===== src/daqc_pkg.sv =====
// Package for the acquisition control block: offsets, fields, reset values, timing.
// Assumes a 32-bit register port and a 25 MHz core clock.
package daqc_pkg;

    localparam logic [5:0]  DAQC_OFS_CNT0    = 6'h00;
    localparam logic [5:0]  DAQC_OFS_CNT1    = 6'h04;
    localparam logic [5:0]  DAQC_OFS_CNT2    = 6'h08;
    localparam logic [5:0]  DAQC_OFS_TCTRL   = 6'h0C;
    localparam logic [5:0]  DAQC_OFS_ADDATA  = 6'h10;
    localparam logic [5:0]  DAQC_OFS_CTLSTAT = 6'h18;
    localparam logic [5:0]  DAQC_OFS_DIO     = 6'h1C;
    localparam logic [5:0]  DAQC_OFS_SWTRIG  = 6'h20;

    localparam int          DAQC_BIT_DMA     = 0;
    localparam int          DAQC_BIT_IRQ     = 1;
    localparam int          DAQC_BIT_PACER   = 2;
    localparam int          DAQC_BIT_EXT     = 3;
    localparam int          DAQC_BIT_SCAN    = 4;
    localparam int          DAQC_CH_LSB      = 5;
    localparam int          DAQC_RNG_LSB     = 9;
    localparam int          DAQC_STAT_READY  = 0;
    localparam int          DAQC_STAT_OVR    = 1;

    localparam logic [12:0] DAQC_CTRL_RST    = 13'h0000;

    // Conversion time figure and its cycle count at the core clock.
    localparam int          DAQC_CONV_NS     = 8000;
    localparam int          DAQC_CLK_NS      = 40;
    localparam int          DAQC_CONV_CYC    = DAQC_CONV_NS / DAQC_CLK_NS;

    typedef struct packed {
        logic [3:0] range;
        logic [3:0] chan;
        logic       scan;
        logic       ext;
        logic       pacer;
        logic       irq;
        logic       dma;
    } daqc_ctrl_t;

    typedef struct packed {
        logic        sel;
        logic        wr;
        logic        rd;
        logic [5:0]  addr;
        logic [31:0] wdata;
    } daqc_bus_t;

endpackage : daqc_pkg


===== src/daqc_top.sv =====
// Acquisition control: control word, scan sequencer, status flags, digital I/O, timer decode.
// Assumes a synchronous register port on CORE_CLK_I, one access per strobe cycle.
// Summary of operation
// RL1: Scan off converts only selected channel.
// RL2: Scan on steps down to zero, then restarts.
// RL3: Channel field is control bits eight to five.
// RL4: Host keeps channels within input mode limit.
// RL5: Range codes select the bipolar ranges.
// RL6: Range codes select the unipolar ranges.
// RL7: Status bit zero shows conversion complete.
// RL8: Overrun flag raised only in bus-master mode.
// RL9: In software mode, a trigger-register write while idle starts one conversion.
// RL10: Digital port read returns sixteen inputs.
// RL11: Digital port write updates all outputs.
// RL12: Timer counters and control byte decoded.
// RL13: Cascaded counters pace; third counter is free.
// RL14: Control low bits select trigger and transfer.
// RL15: Result word holds channel and twelve bits.
// RL16: External rising edge starts conversion.
// RL17: Reading result or converting clears ready.
// RL18: Sequencer advances per trigger, reloads on write.
// RL19: Reset clears control word and status flags.
`timescale 1ns/100ps
module daqc_top
    import daqc_pkg::*;
(
    input  wire logic                  CORE_CLK_I,    // Core clock.
    input  wire logic                  RST_N_I,       // Async reset, active low.
    input  wire daqc_pkg::daqc_bus_t   BUS_I,         // Register access strobes.
    output logic        [31:0]         RDATA_O,       // Read data.
    output logic                       TMR_SEL_O,     // Timer chip select.
    output logic        [1:0]          TMR_ADDR_O,    // Timer register index.
    output logic                       TMR_CTRL_WR_O, // Timer control byte write.
    input  wire logic   [31:0]         TMR_RDATA_I,   // Timer read data.
    input  wire logic                  PACER_OUT_I,   // Cascaded counter output pin.
    input  wire logic                  EXT_TRIG_I,    // External trigger pin.
    input  wire logic   [15:0]         DIN_I,         // Digital input pins.
    output logic        [15:0]         DOUT_O,        // Digital output lines.
    output logic        [3:0]          MUX_SEL_O,     // Multiplexer channel.
    output logic        [3:0]          RANGE_O,       // Range code.
    output logic                       RANGE_UNI_O,   // High for a unipolar range.
    output logic                       CONV_START_O,  // Converter start pulse.
    input  wire logic                  CONV_DONE_I,   // Converter done pulse.
    input  wire logic   [11:0]         CONV_DATA_I,   // Converter result.
    input  wire logic                  DMA_FULL_I,    // Bus-master queue full.
    output logic                       IRQ_EN_O,      // Interrupt transfer enable.
    output logic                       DMA_EN_O       // Bus-master transfer enable.
);
    import daqc_pkg::*;

    typedef enum logic [1:0] {
        DAQC_IDLE = 2'b01,
        DAQC_CONV = 2'b10
    } daqc_state_t;

    daqc_ctrl_t  ctrl_q;
    daqc_state_t state_q;
    logic [3:0]  scan_ch_q;
    logic [3:0]  conv_ch_q;
    logic [15:0] result_q;
    logic        ready_q;
    logic        ovr_q;
    logic        unread_q;
    logic [15:0] dout_q;
    logic [2:0]  ext_sync_q;
    logic [2:0]  pace_sync_q;
    logic [15:0] din_s1_q;
    logic [15:0] din_s2_q;
    logic [7:0]  conv_cnt_q;
    logic        ctrl_wr;
    logic        data_rd;
    logic        trig;

    function automatic logic hit(input daqc_bus_t b, input logic [5:0] ofs);
        hit = b.sel && (b.addr == ofs);
    endfunction : hit

    assign ctrl_wr = BUS_I.wr && hit(BUS_I, DAQC_OFS_CTLSTAT);
    assign data_rd = BUS_I.rd && hit(BUS_I, DAQC_OFS_ADDATA);

    // Input pins pass two flip-flops before edge detection.
    always_ff @(posedge CORE_CLK_I or negedge RST_N_I)
    begin
        if (!RST_N_I)
        begin
            ext_sync_q  <= 3'h0;
            pace_sync_q <= 3'h0;
            din_s1_q    <= 16'h0000;
            din_s2_q    <= 16'h0000;
        end
        else
        begin
            ext_sync_q  <= {ext_sync_q[1:0], EXT_TRIG_I};
            pace_sync_q <= {pace_sync_q[1:0], PACER_OUT_I};
            din_s1_q    <= DIN_I;
            din_s2_q    <= din_s1_q;
        end
    end

    // Only one source is live; external mode masks both internal ones.
    always_comb
    begin
        if (ctrl_q.ext)
            trig = ext_sync_q[1] && !ext_sync_q[2];                          // [RL16] [RL14]
        else if (ctrl_q.pacer)
            trig = pace_sync_q[1] && !pace_sync_q[2];                        // [RL13] [RL14]
        else
            trig = BUS_I.wr && hit(BUS_I, DAQC_OFS_SWTRIG);                  // [RL9]
    end

    // Control register.
    always_ff @(posedge CORE_CLK_I or negedge RST_N_I)
    begin
        if (!RST_N_I)
            ctrl_q <= DAQC_CTRL_RST;                                         // [RL19]
        else if (ctrl_wr)
            ctrl_q <= BUS_I.wdata[12:0];                                     // [RL3] [RL14]
    end

    // Scan sequencer; a trigger during a conversion is dropped.
    always_ff @(posedge CORE_CLK_I or negedge RST_N_I)
    begin
        if (!RST_N_I)
            scan_ch_q <= 4'h0;
        else if (ctrl_wr)
            scan_ch_q <= BUS_I.wdata[DAQC_CH_LSB +: 4];                      // [RL18]
        else if (trig && state_q == DAQC_IDLE)
        begin
            if (!ctrl_q.scan)
                scan_ch_q <= ctrl_q.chan;                                    // [RL1]
            else if (scan_ch_q == 4'h0)
                scan_ch_q <= ctrl_q.chan;                                    // [RL2]
            else
                scan_ch_q <= scan_ch_q - 4'h1;                               // [RL2] [RL18]
        end
    end

    // Conversion sequencer: waits for the converter, with a timeout.
    always_ff @(posedge CORE_CLK_I or negedge RST_N_I)
    begin
        if (!RST_N_I)
        begin
            state_q    <= DAQC_IDLE;
            conv_cnt_q <= 8'h00;
            conv_ch_q  <= 4'h0;
        end
        else
        begin
            case (state_q)
                DAQC_IDLE:
                begin
                    conv_cnt_q <= 8'h00;
                    if (trig)
                    begin
                        state_q   <= DAQC_CONV;
                        conv_ch_q <= ctrl_q.scan ? scan_ch_q : ctrl_q.chan;  // [RL1]
                    end
                end
                DAQC_CONV:
                begin
                    conv_cnt_q <= conv_cnt_q + 8'h01;
                    if (CONV_DONE_I || conv_cnt_q == 8'(DAQC_CONV_CYC))
                        state_q <= DAQC_IDLE;
                end
                default:
                    state_q <= DAQC_IDLE;
            endcase
        end
    end

    // Result and status flags; completion wins over a simultaneous read or clear.
    // Ready drops at every accepted trigger, so it cannot tell whether the last
    // result was taken; a separate unread flag tracks that for the overrun.
    always_ff @(posedge CORE_CLK_I or negedge RST_N_I)
    begin
        if (!RST_N_I)
        begin
            result_q <= 16'h0000;
            ready_q  <= 1'b0;                                                // [RL19]
            unread_q <= 1'b0;
            ovr_q    <= 1'b0;                                                // [RL19]
        end
        else
        begin
            if (data_rd)
                unread_q <= 1'b0;
            if (ctrl_wr && !BUS_I.wdata[DAQC_BIT_DMA])
                ovr_q <= 1'b0;
            if (state_q == DAQC_CONV && CONV_DONE_I)
            begin
                result_q <= {CONV_DATA_I, conv_ch_q};                        // [RL15]
                ready_q  <= 1'b1;                                            // [RL7]
                unread_q <= 1'b1;
                if (unread_q && ctrl_q.dma && DMA_FULL_I && !data_rd)
                    ovr_q <= 1'b1;                                           // [RL8]
            end
            else if (state_q == DAQC_IDLE && trig)
                ready_q <= 1'b0;                                             // [RL17]
            else if (data_rd)
                ready_q <= 1'b0;                                             // [RL17]
        end
    end

    // Digital output latch.
    always_ff @(posedge CORE_CLK_I or negedge RST_N_I)
    begin
        if (!RST_N_I)
            dout_q <= 16'h0000;
        else if (BUS_I.wr && hit(BUS_I, DAQC_OFS_DIO))
            dout_q <= BUS_I.wdata[15:0];                                     // [RL11]
    end

    // Read multiplexer.
    always_comb
    begin
        RDATA_O = 32'h0000_0000;
        if (BUS_I.sel)
        begin
            case (BUS_I.addr)
                DAQC_OFS_CNT0, DAQC_OFS_CNT1, DAQC_OFS_CNT2:
                    RDATA_O = TMR_RDATA_I;                                   // [RL12]
                DAQC_OFS_ADDATA:
                    RDATA_O = {16'h0000, result_q};                          // [RL15]
                DAQC_OFS_CTLSTAT:
                    RDATA_O = {30'h0, ovr_q, ready_q};                       // [RL7] [RL8]
                DAQC_OFS_DIO:
                    RDATA_O = {16'h0000, din_s2_q};                          // [RL10] [RL11]
                default:
                    RDATA_O = 32'h0000_0000;
            endcase
        end
    end

    assign TMR_SEL_O     = BUS_I.sel && (BUS_I.addr[5:4] == 2'h0);           // [RL12]
    assign TMR_ADDR_O    = BUS_I.addr[3:2];
    assign TMR_CTRL_WR_O = BUS_I.wr && hit(BUS_I, DAQC_OFS_TCTRL);           // [RL12]
    assign DOUT_O        = dout_q;
    assign MUX_SEL_O     = ctrl_q.scan ? scan_ch_q : ctrl_q.chan;            // [RL1] [RL2]
    assign RANGE_O       = ctrl_q.range;                                     // [RL5] [RL6]
    assign RANGE_UNI_O   = ctrl_q.range[2];                                  // [RL6]
    assign CONV_START_O  = trig && (state_q == DAQC_IDLE);                   // [RL9]
    assign IRQ_EN_O      = ctrl_q.irq;                                       // [RL14]
    assign DMA_EN_O      = ctrl_q.dma;                                       // [RL14]
endmodule : daqc_top


===== config.mk =====
export PLATFORM = sky130hd
export DESIGN_NAME = daqc_top
export DESIGN_NICKNAME = d
export VERILOG_FILES = /design/src/daqc_pkg.sv /design/src/daqc_top.sv
export SDC_FILE = /design/constraint.sdc
export NUM_CORES = 1
export LEC_CHECK = 0
export ABC_AREA = 1
export BUFFER_PORTS_ARGS = -buffer_cell sky130_fd_sc_hd__clkbuf_2
export CORE_MARGIN = 4
export CORE_UTILIZATION = 40
export DETAILED_ROUTE_END_ITERATION = 10
export PLACE_DENSITY = 0.67
export SYNTH_ARGS = -nofsm -noshare
export SYNTH_HDL_FRONTEND = slang
export SYNTH_SLANG_ARGS = --single-unit

===== constraint.sdc =====
create_clock -name CORE_CLK_I -period 1.74 [get_ports CORE_CLK_I]
set_input_delay 0.348 -clock CORE_CLK_I [delete_from_list [all_inputs] [get_ports CORE_CLK_I]]
set_output_delay 0.348 -clock CORE_CLK_I [all_outputs]
set_load 0.02 [all_outputs]

==> flow_summary.rst <==
.. list-table::
   :header-rows: 1

   * - Metric
     - Value
   * - Post-DP Area
     - 5719 um^2
   * - Number of core rows
     - 38
   * - Pwr Density
     - between 900 and 1000 nW/um^2
   * - Final setup violating endpoints
     - 24
   * - Area of the core region
     - approximately 11,000 um^2
   * - Failing checks
     - negative setup slack
   * - Critical R2R Launch
     - state_q[0]
   * - Highest clock rate
     - 0.5568 GHz
   * - Top cells by area, synth
     - sky130_fd_sc_hd__dfrtp_1, sky130_fd_sc_hd__nand2_1, sky130_fd_sc_hd__mux2_2, sky130_fd_sc_hd__inv_1, sky130_fd_sc_hd__nand3_1
   * - Antenna cell count
     - 0
   * - Flop and latch count out of synthesis
     - 104
   * - Synthesis warning total
     - 0
   * - Top Ports
     - ~170
   * - Worst-path cell chain
     - inv_1, o21ai_0, nand3_2, inv_2, buf_8
   * - Share of post-route cells with drive strength above 1
     - roughly half
   * - Portion of the clock cycle consumed by the worst path in the final layout
     - 103.2%
   * - DP Wirelength
     - between 8 and 9 mm
   * - Worst reg2reg path endpoint
     - conv_cnt_q[6]
   * - Die outline height
     - 115.2 um
   * - Clock buffers created by TritonCTS
     - 9
   * - Fin Hold WS
     - 0.1092 ns
   * - Detailed Route WL
     - roughly 12 mm
   * - Grt total ovfl
     - 0
   * - Total number of vias
     - ~4,000
   * - Clk_skew
     - approximately 0.008 ns
   * - CTS tree
     - done
   * - Global-route wire length before repair
     - 17.99 mm
   * - Clock latency of the later-clocked register in the worst-skew pair
     - 0.34 ns
   * - Number of antenna violations at the first check in global routing
     - 0
   * - Type of the worst setup path
     - flip-flop to output port
   * - Clock tree root driver cell
     - sky130_fd_sc_hd__clkbuf_16
   * - Worst Reg2Reg Path Length in Cells
     - 10
   * - Cell area after technology mapping
     - 4597 um^2
   * - Leakage power total
     - 3.807 nW
   * - WP data arrival
     - 1.45 ns
   * - Part of the Yosys area used for sequential elements
     - 56.64%
   * - Largest area contributor in the synthesized netlist
     - sky130_fd_sc_hd__dfrtp_1
   * - Routability congestion estimate
     - ~0.78
   * - Busiest grt layer
     - met2
   * - Maximum clock path buffer count
     - 2
   * - Maximum resistive drop on vdd
     - a little under 0.0007 V
   * - Number of fill cells in the layout
     - 873
   * - Post-Syn Nets
     - 612
   * - GR Layer Usage met3
     - 4.316%
   * - Shortest period the worst path allows
     - roughly 1.8 ns
   * - DRT Pass-1 Iters
     - 4
   * - Slowest stage cell on the critical path
     - sky130_fd_sc_hd__dfrtp_1
   * - Flop2flop setup slack
     - 0.13 ns
   * - Initial cell density of the core
     - around two fifths
   * - Number of global-route vias before repair
     - 3,927
   * - Final worst setup slack
     - -0.05583 ns
   * - Slew Viols, Final
     - 0
   * - Clock-pin transition on the worst setup and hold timing paths
     - 0.07 ns
   * - Max-cap check violation count
     - 0
   * - Avg Vias per Cell
     - 4.747
   * - Final Hold Violating Endpoints
     - 0
   * - Peak per-stage delay on the critical path
     - 0.36 ns
   * - Num Clock Sinks
     - 104
   * - DRC marker count from the first detailed-route iteration
     - 196
   * - Total Nets Final
     - 802
   * - Syn_area_per_cell
     - 9.194 um^2
   * - Post-route standard cell area excluding fillers
     - between 6000 and 7000 um^2
   * - Routing usage on met2
     - 30.25%
   * - End point of the critical path
     - CONV_START_O
   * - Endpoint kind of the worst setup timing path
     - output port
   * - Overall global routing resource usage
     - 17.16%
   * - H-tree levels
     - 3
   * - Number of input and output port buffers inserted
     - between 150 and 200
   * - Number of nets with antenna violations after routing
     - 0
   * - Endpoint required time on the critical path
     - 1.39 ns
   * - Actual transition at the worst max-transition pin
     - 0.4257 ns
   * - Worst hold-check path type
     - input port to flip-flop
   * - Remaining design rule violation count
     - 0
   * - Layout overhead on the synthesized area
     - 47.71%
   * - Relative max-transition margin
     - 71.32%
   * - Global routing met1 resource utilization
     - 20.82%
   * - Maximum net fanout on the critical path
     - 2
   * - Unrepaired setup endpoints after global routing
     - yes
   * - Status
     - complete, but fails checks
   * - Share of the synthesized area in the top cell type
     - 56.07%
   * - Post-synthesis cell count
     - 500
   * - Number of unique standard cell types used by synthesis
     - 31
   * - Wire length per cell after detailed routing
     - 14.24 um
   * - Pin count of the biggest net entering global routing
     - 37
   * - Crit start category
     - flip-flop
   * - Chip width
     - 115.2 um
   * - Start point of the critical path
     - ext_sync_q[1]
   * - Total die area
     - 13,270 um^2
==> cells by family after synthesis <==
family	count (synthesis)	synth area share (%)
and+or+nand+nor	233	21.94
DFF	104	56.64
buffers and inverters	94	8.710
AOI/OAI and AO/OA	35	3.919
muxes	29	7.431
adders and majority gates	5	1.361
==> final cells by class <==
cell class	count	area (um^2)	area share (%)
clock buffers	12	256.5	3.777
clock inverters	4	51.30	0.7555
multi-input cells	302	1929	28.41
flip-flops and latches	104	2605	38.36
well taps	140	175.2	2.580
repair buffers	199	1488	21.91
inverters	74	285.3	4.201
==> per-stage QoR <==
step	power [mW]	utilization [%]	cells	setup TNS [ns]	worst slack (ns)
finish	6.735	61.56	835	-0.5386	-0.05583
global route	7.131	61.56	835	-2.456	-0.1458
CTS	6.685	57.17	829	-1.338	-0.09599
detailed placement	4.539	51.85	801	-5.101	-0.1697
global placement	4.450	51.85	801	-4.071	-0.1522
floorplan	3.983	-	500	-0.2637	-0.02637
==> critical path: cells and delay by family, from the launching register on <==
kind	cells	cell delay (ns)
AOI/OAI and AO/OA	1	0.35
buffers and inverters	3	0.25
DFF	1	0.36
and+or+nand+nor	1	0.16
==> synth_stat cells <==
master and number:
sky130_fd_sc_hd__nor2_2 1, sky130_fd_sc_hd__nand3b_1 1, sky130_fd_sc_hd__a21oi_1 9, sky130_fd_sc_hd__ha_1 5, sky130_fd_sc_hd__mux2_4 4, sky130_fd_sc_hd__o21ai_0 21
sky130_fd_sc_hd__nand2_4 1, sky130_fd_sc_hd__o21ai_1 3, sky130_fd_sc_hd__mux2_2 25, sky130_fd_sc_hd__nor3b_1 3, sky130_fd_sc_hd__nor2_1 33, sky130_fd_sc_hd__nor3_1 6
sky130_fd_sc_hd__nand4_1 3, sky130_fd_sc_hd__a21boi_0 1, sky130_fd_sc_hd__nor2_4 1, sky130_fd_sc_hd__nand2_2 2, sky130_fd_sc_hd__clkbuf_1 2, sky130_fd_sc_hd__nand3_1 37
sky130_fd_sc_hd__inv_2 5, sky130_fd_sc_hd__nand2_1 142, sky130_fd_sc_hd__buf_1 1, sky130_fd_sc_hd__buf_2 8, sky130_fd_sc_hd__buf_4 8, sky130_fd_sc_hd__inv_1 69
sky130_fd_sc_hd__nand3_2 1, sky130_fd_sc_hd__dfrtp_1 103, sky130_fd_sc_hd__nor2_8 1, sky130_fd_sc_hd__dfstp_2 1, sky130_fd_sc_hd__o211ai_1 1, sky130_fd_sc_hd__buf_6 1
sky130_fd_sc_hd__nor3_4 1
==> state kept, by name, summed over array words and instances (netlist names) <==
| register | flops |
|---|---|
| DOUT_O | 16 |
| DMA_EN_O | 1 |
| unread_q | 1 |
| state_q | 2 |
| RANGE_O | 4 |
| ctrl_q | 7 |
| result_q | 16 |
| ready_q | 1 |
| ext_sync_q | 3 |
| conv_cnt_q | 8 |
| pace_sync_q | 3 |
| IRQ_EN_O | 1 |
| conv_ch_q | 4 |
| scan_ch_q | 4 |
| din_s2_q | 16 |
| din_s1_q | 16 |
| ovr_q | 1 |
==> timing repair <==
action,CTS,global route
setup buffers,11,7
gates resized for setup,46,157
endpoints found under the setup margin,38,39
gates cloned,0,1
pin swaps,12,24
hold buffers,1,0
hold endpoints to repair,23,0
==> cell usage in the layout, fill, tap and decap left out, types with 11 or more instances in the layout <==
cell                         n
sky130_fd_sc_hd__clkbuf_2  112
sky130_fd_sc_hd__nand2_1   107
sky130_fd_sc_hd__dfrtp_1   102
sky130_fd_sc_hd__inv_1      59
sky130_fd_sc_hd__buf_4      48
sky130_fd_sc_hd__mux2_2     25
sky130_fd_sc_hd__nor2_1     24
sky130_fd_sc_hd__nand3_1    21
sky130_fd_sc_hd__o21ai_0    21
sky130_fd_sc_hd__nand2_2    20
sky130_fd_sc_hd__nand2_4    17
sky130_fd_sc_hd__nand3_2    17
sky130_fd_sc_hd__buf_6      14
sky130_fd_sc_hd__inv_2      13
sky130_fd_sc_hd__clkbuf_8   11
==> worst min path at each step <==
stage                      from              to  slack (ns)  depth (start not counted)
floorplan               RST_N_I        DMA_EN_O        0.05                          0
CTS                    DIN_I[2]     din_s1_q[2]         0.1                          1
finish                 DIN_I[2]     din_s1_q[2]        0.11                          1
global placement        RST_N_I      RANGE_O[2]        0.30                          1
global route        PACER_OUT_I  pace_sync_q[0]        0.09                          1
detailed placement      RST_N_I      DOUT_O[11]        0.30                          1
==> layer usage <==
layer  vias to the layer above  wire (um)
li1                       1928          -
met1                      1877       4737
met2                       145       6090
met3                        14        903
met4                         0        161
met5                         -          0
==> where the power goes <==
| part | switching, mW | total (mW) | internal [mW] |
|---|---|---|---|
| Clock | 0.858 | 2.06 | 1.20 |
| Combinational | 0.831 | 1.54 | 0.712 |
| Sequential | 0.269 | 3.14 | 2.87 |
| Total | 1.96 | 6.73 | 4.78 |
Note: power is estimated with default switching activity, not from simulation.
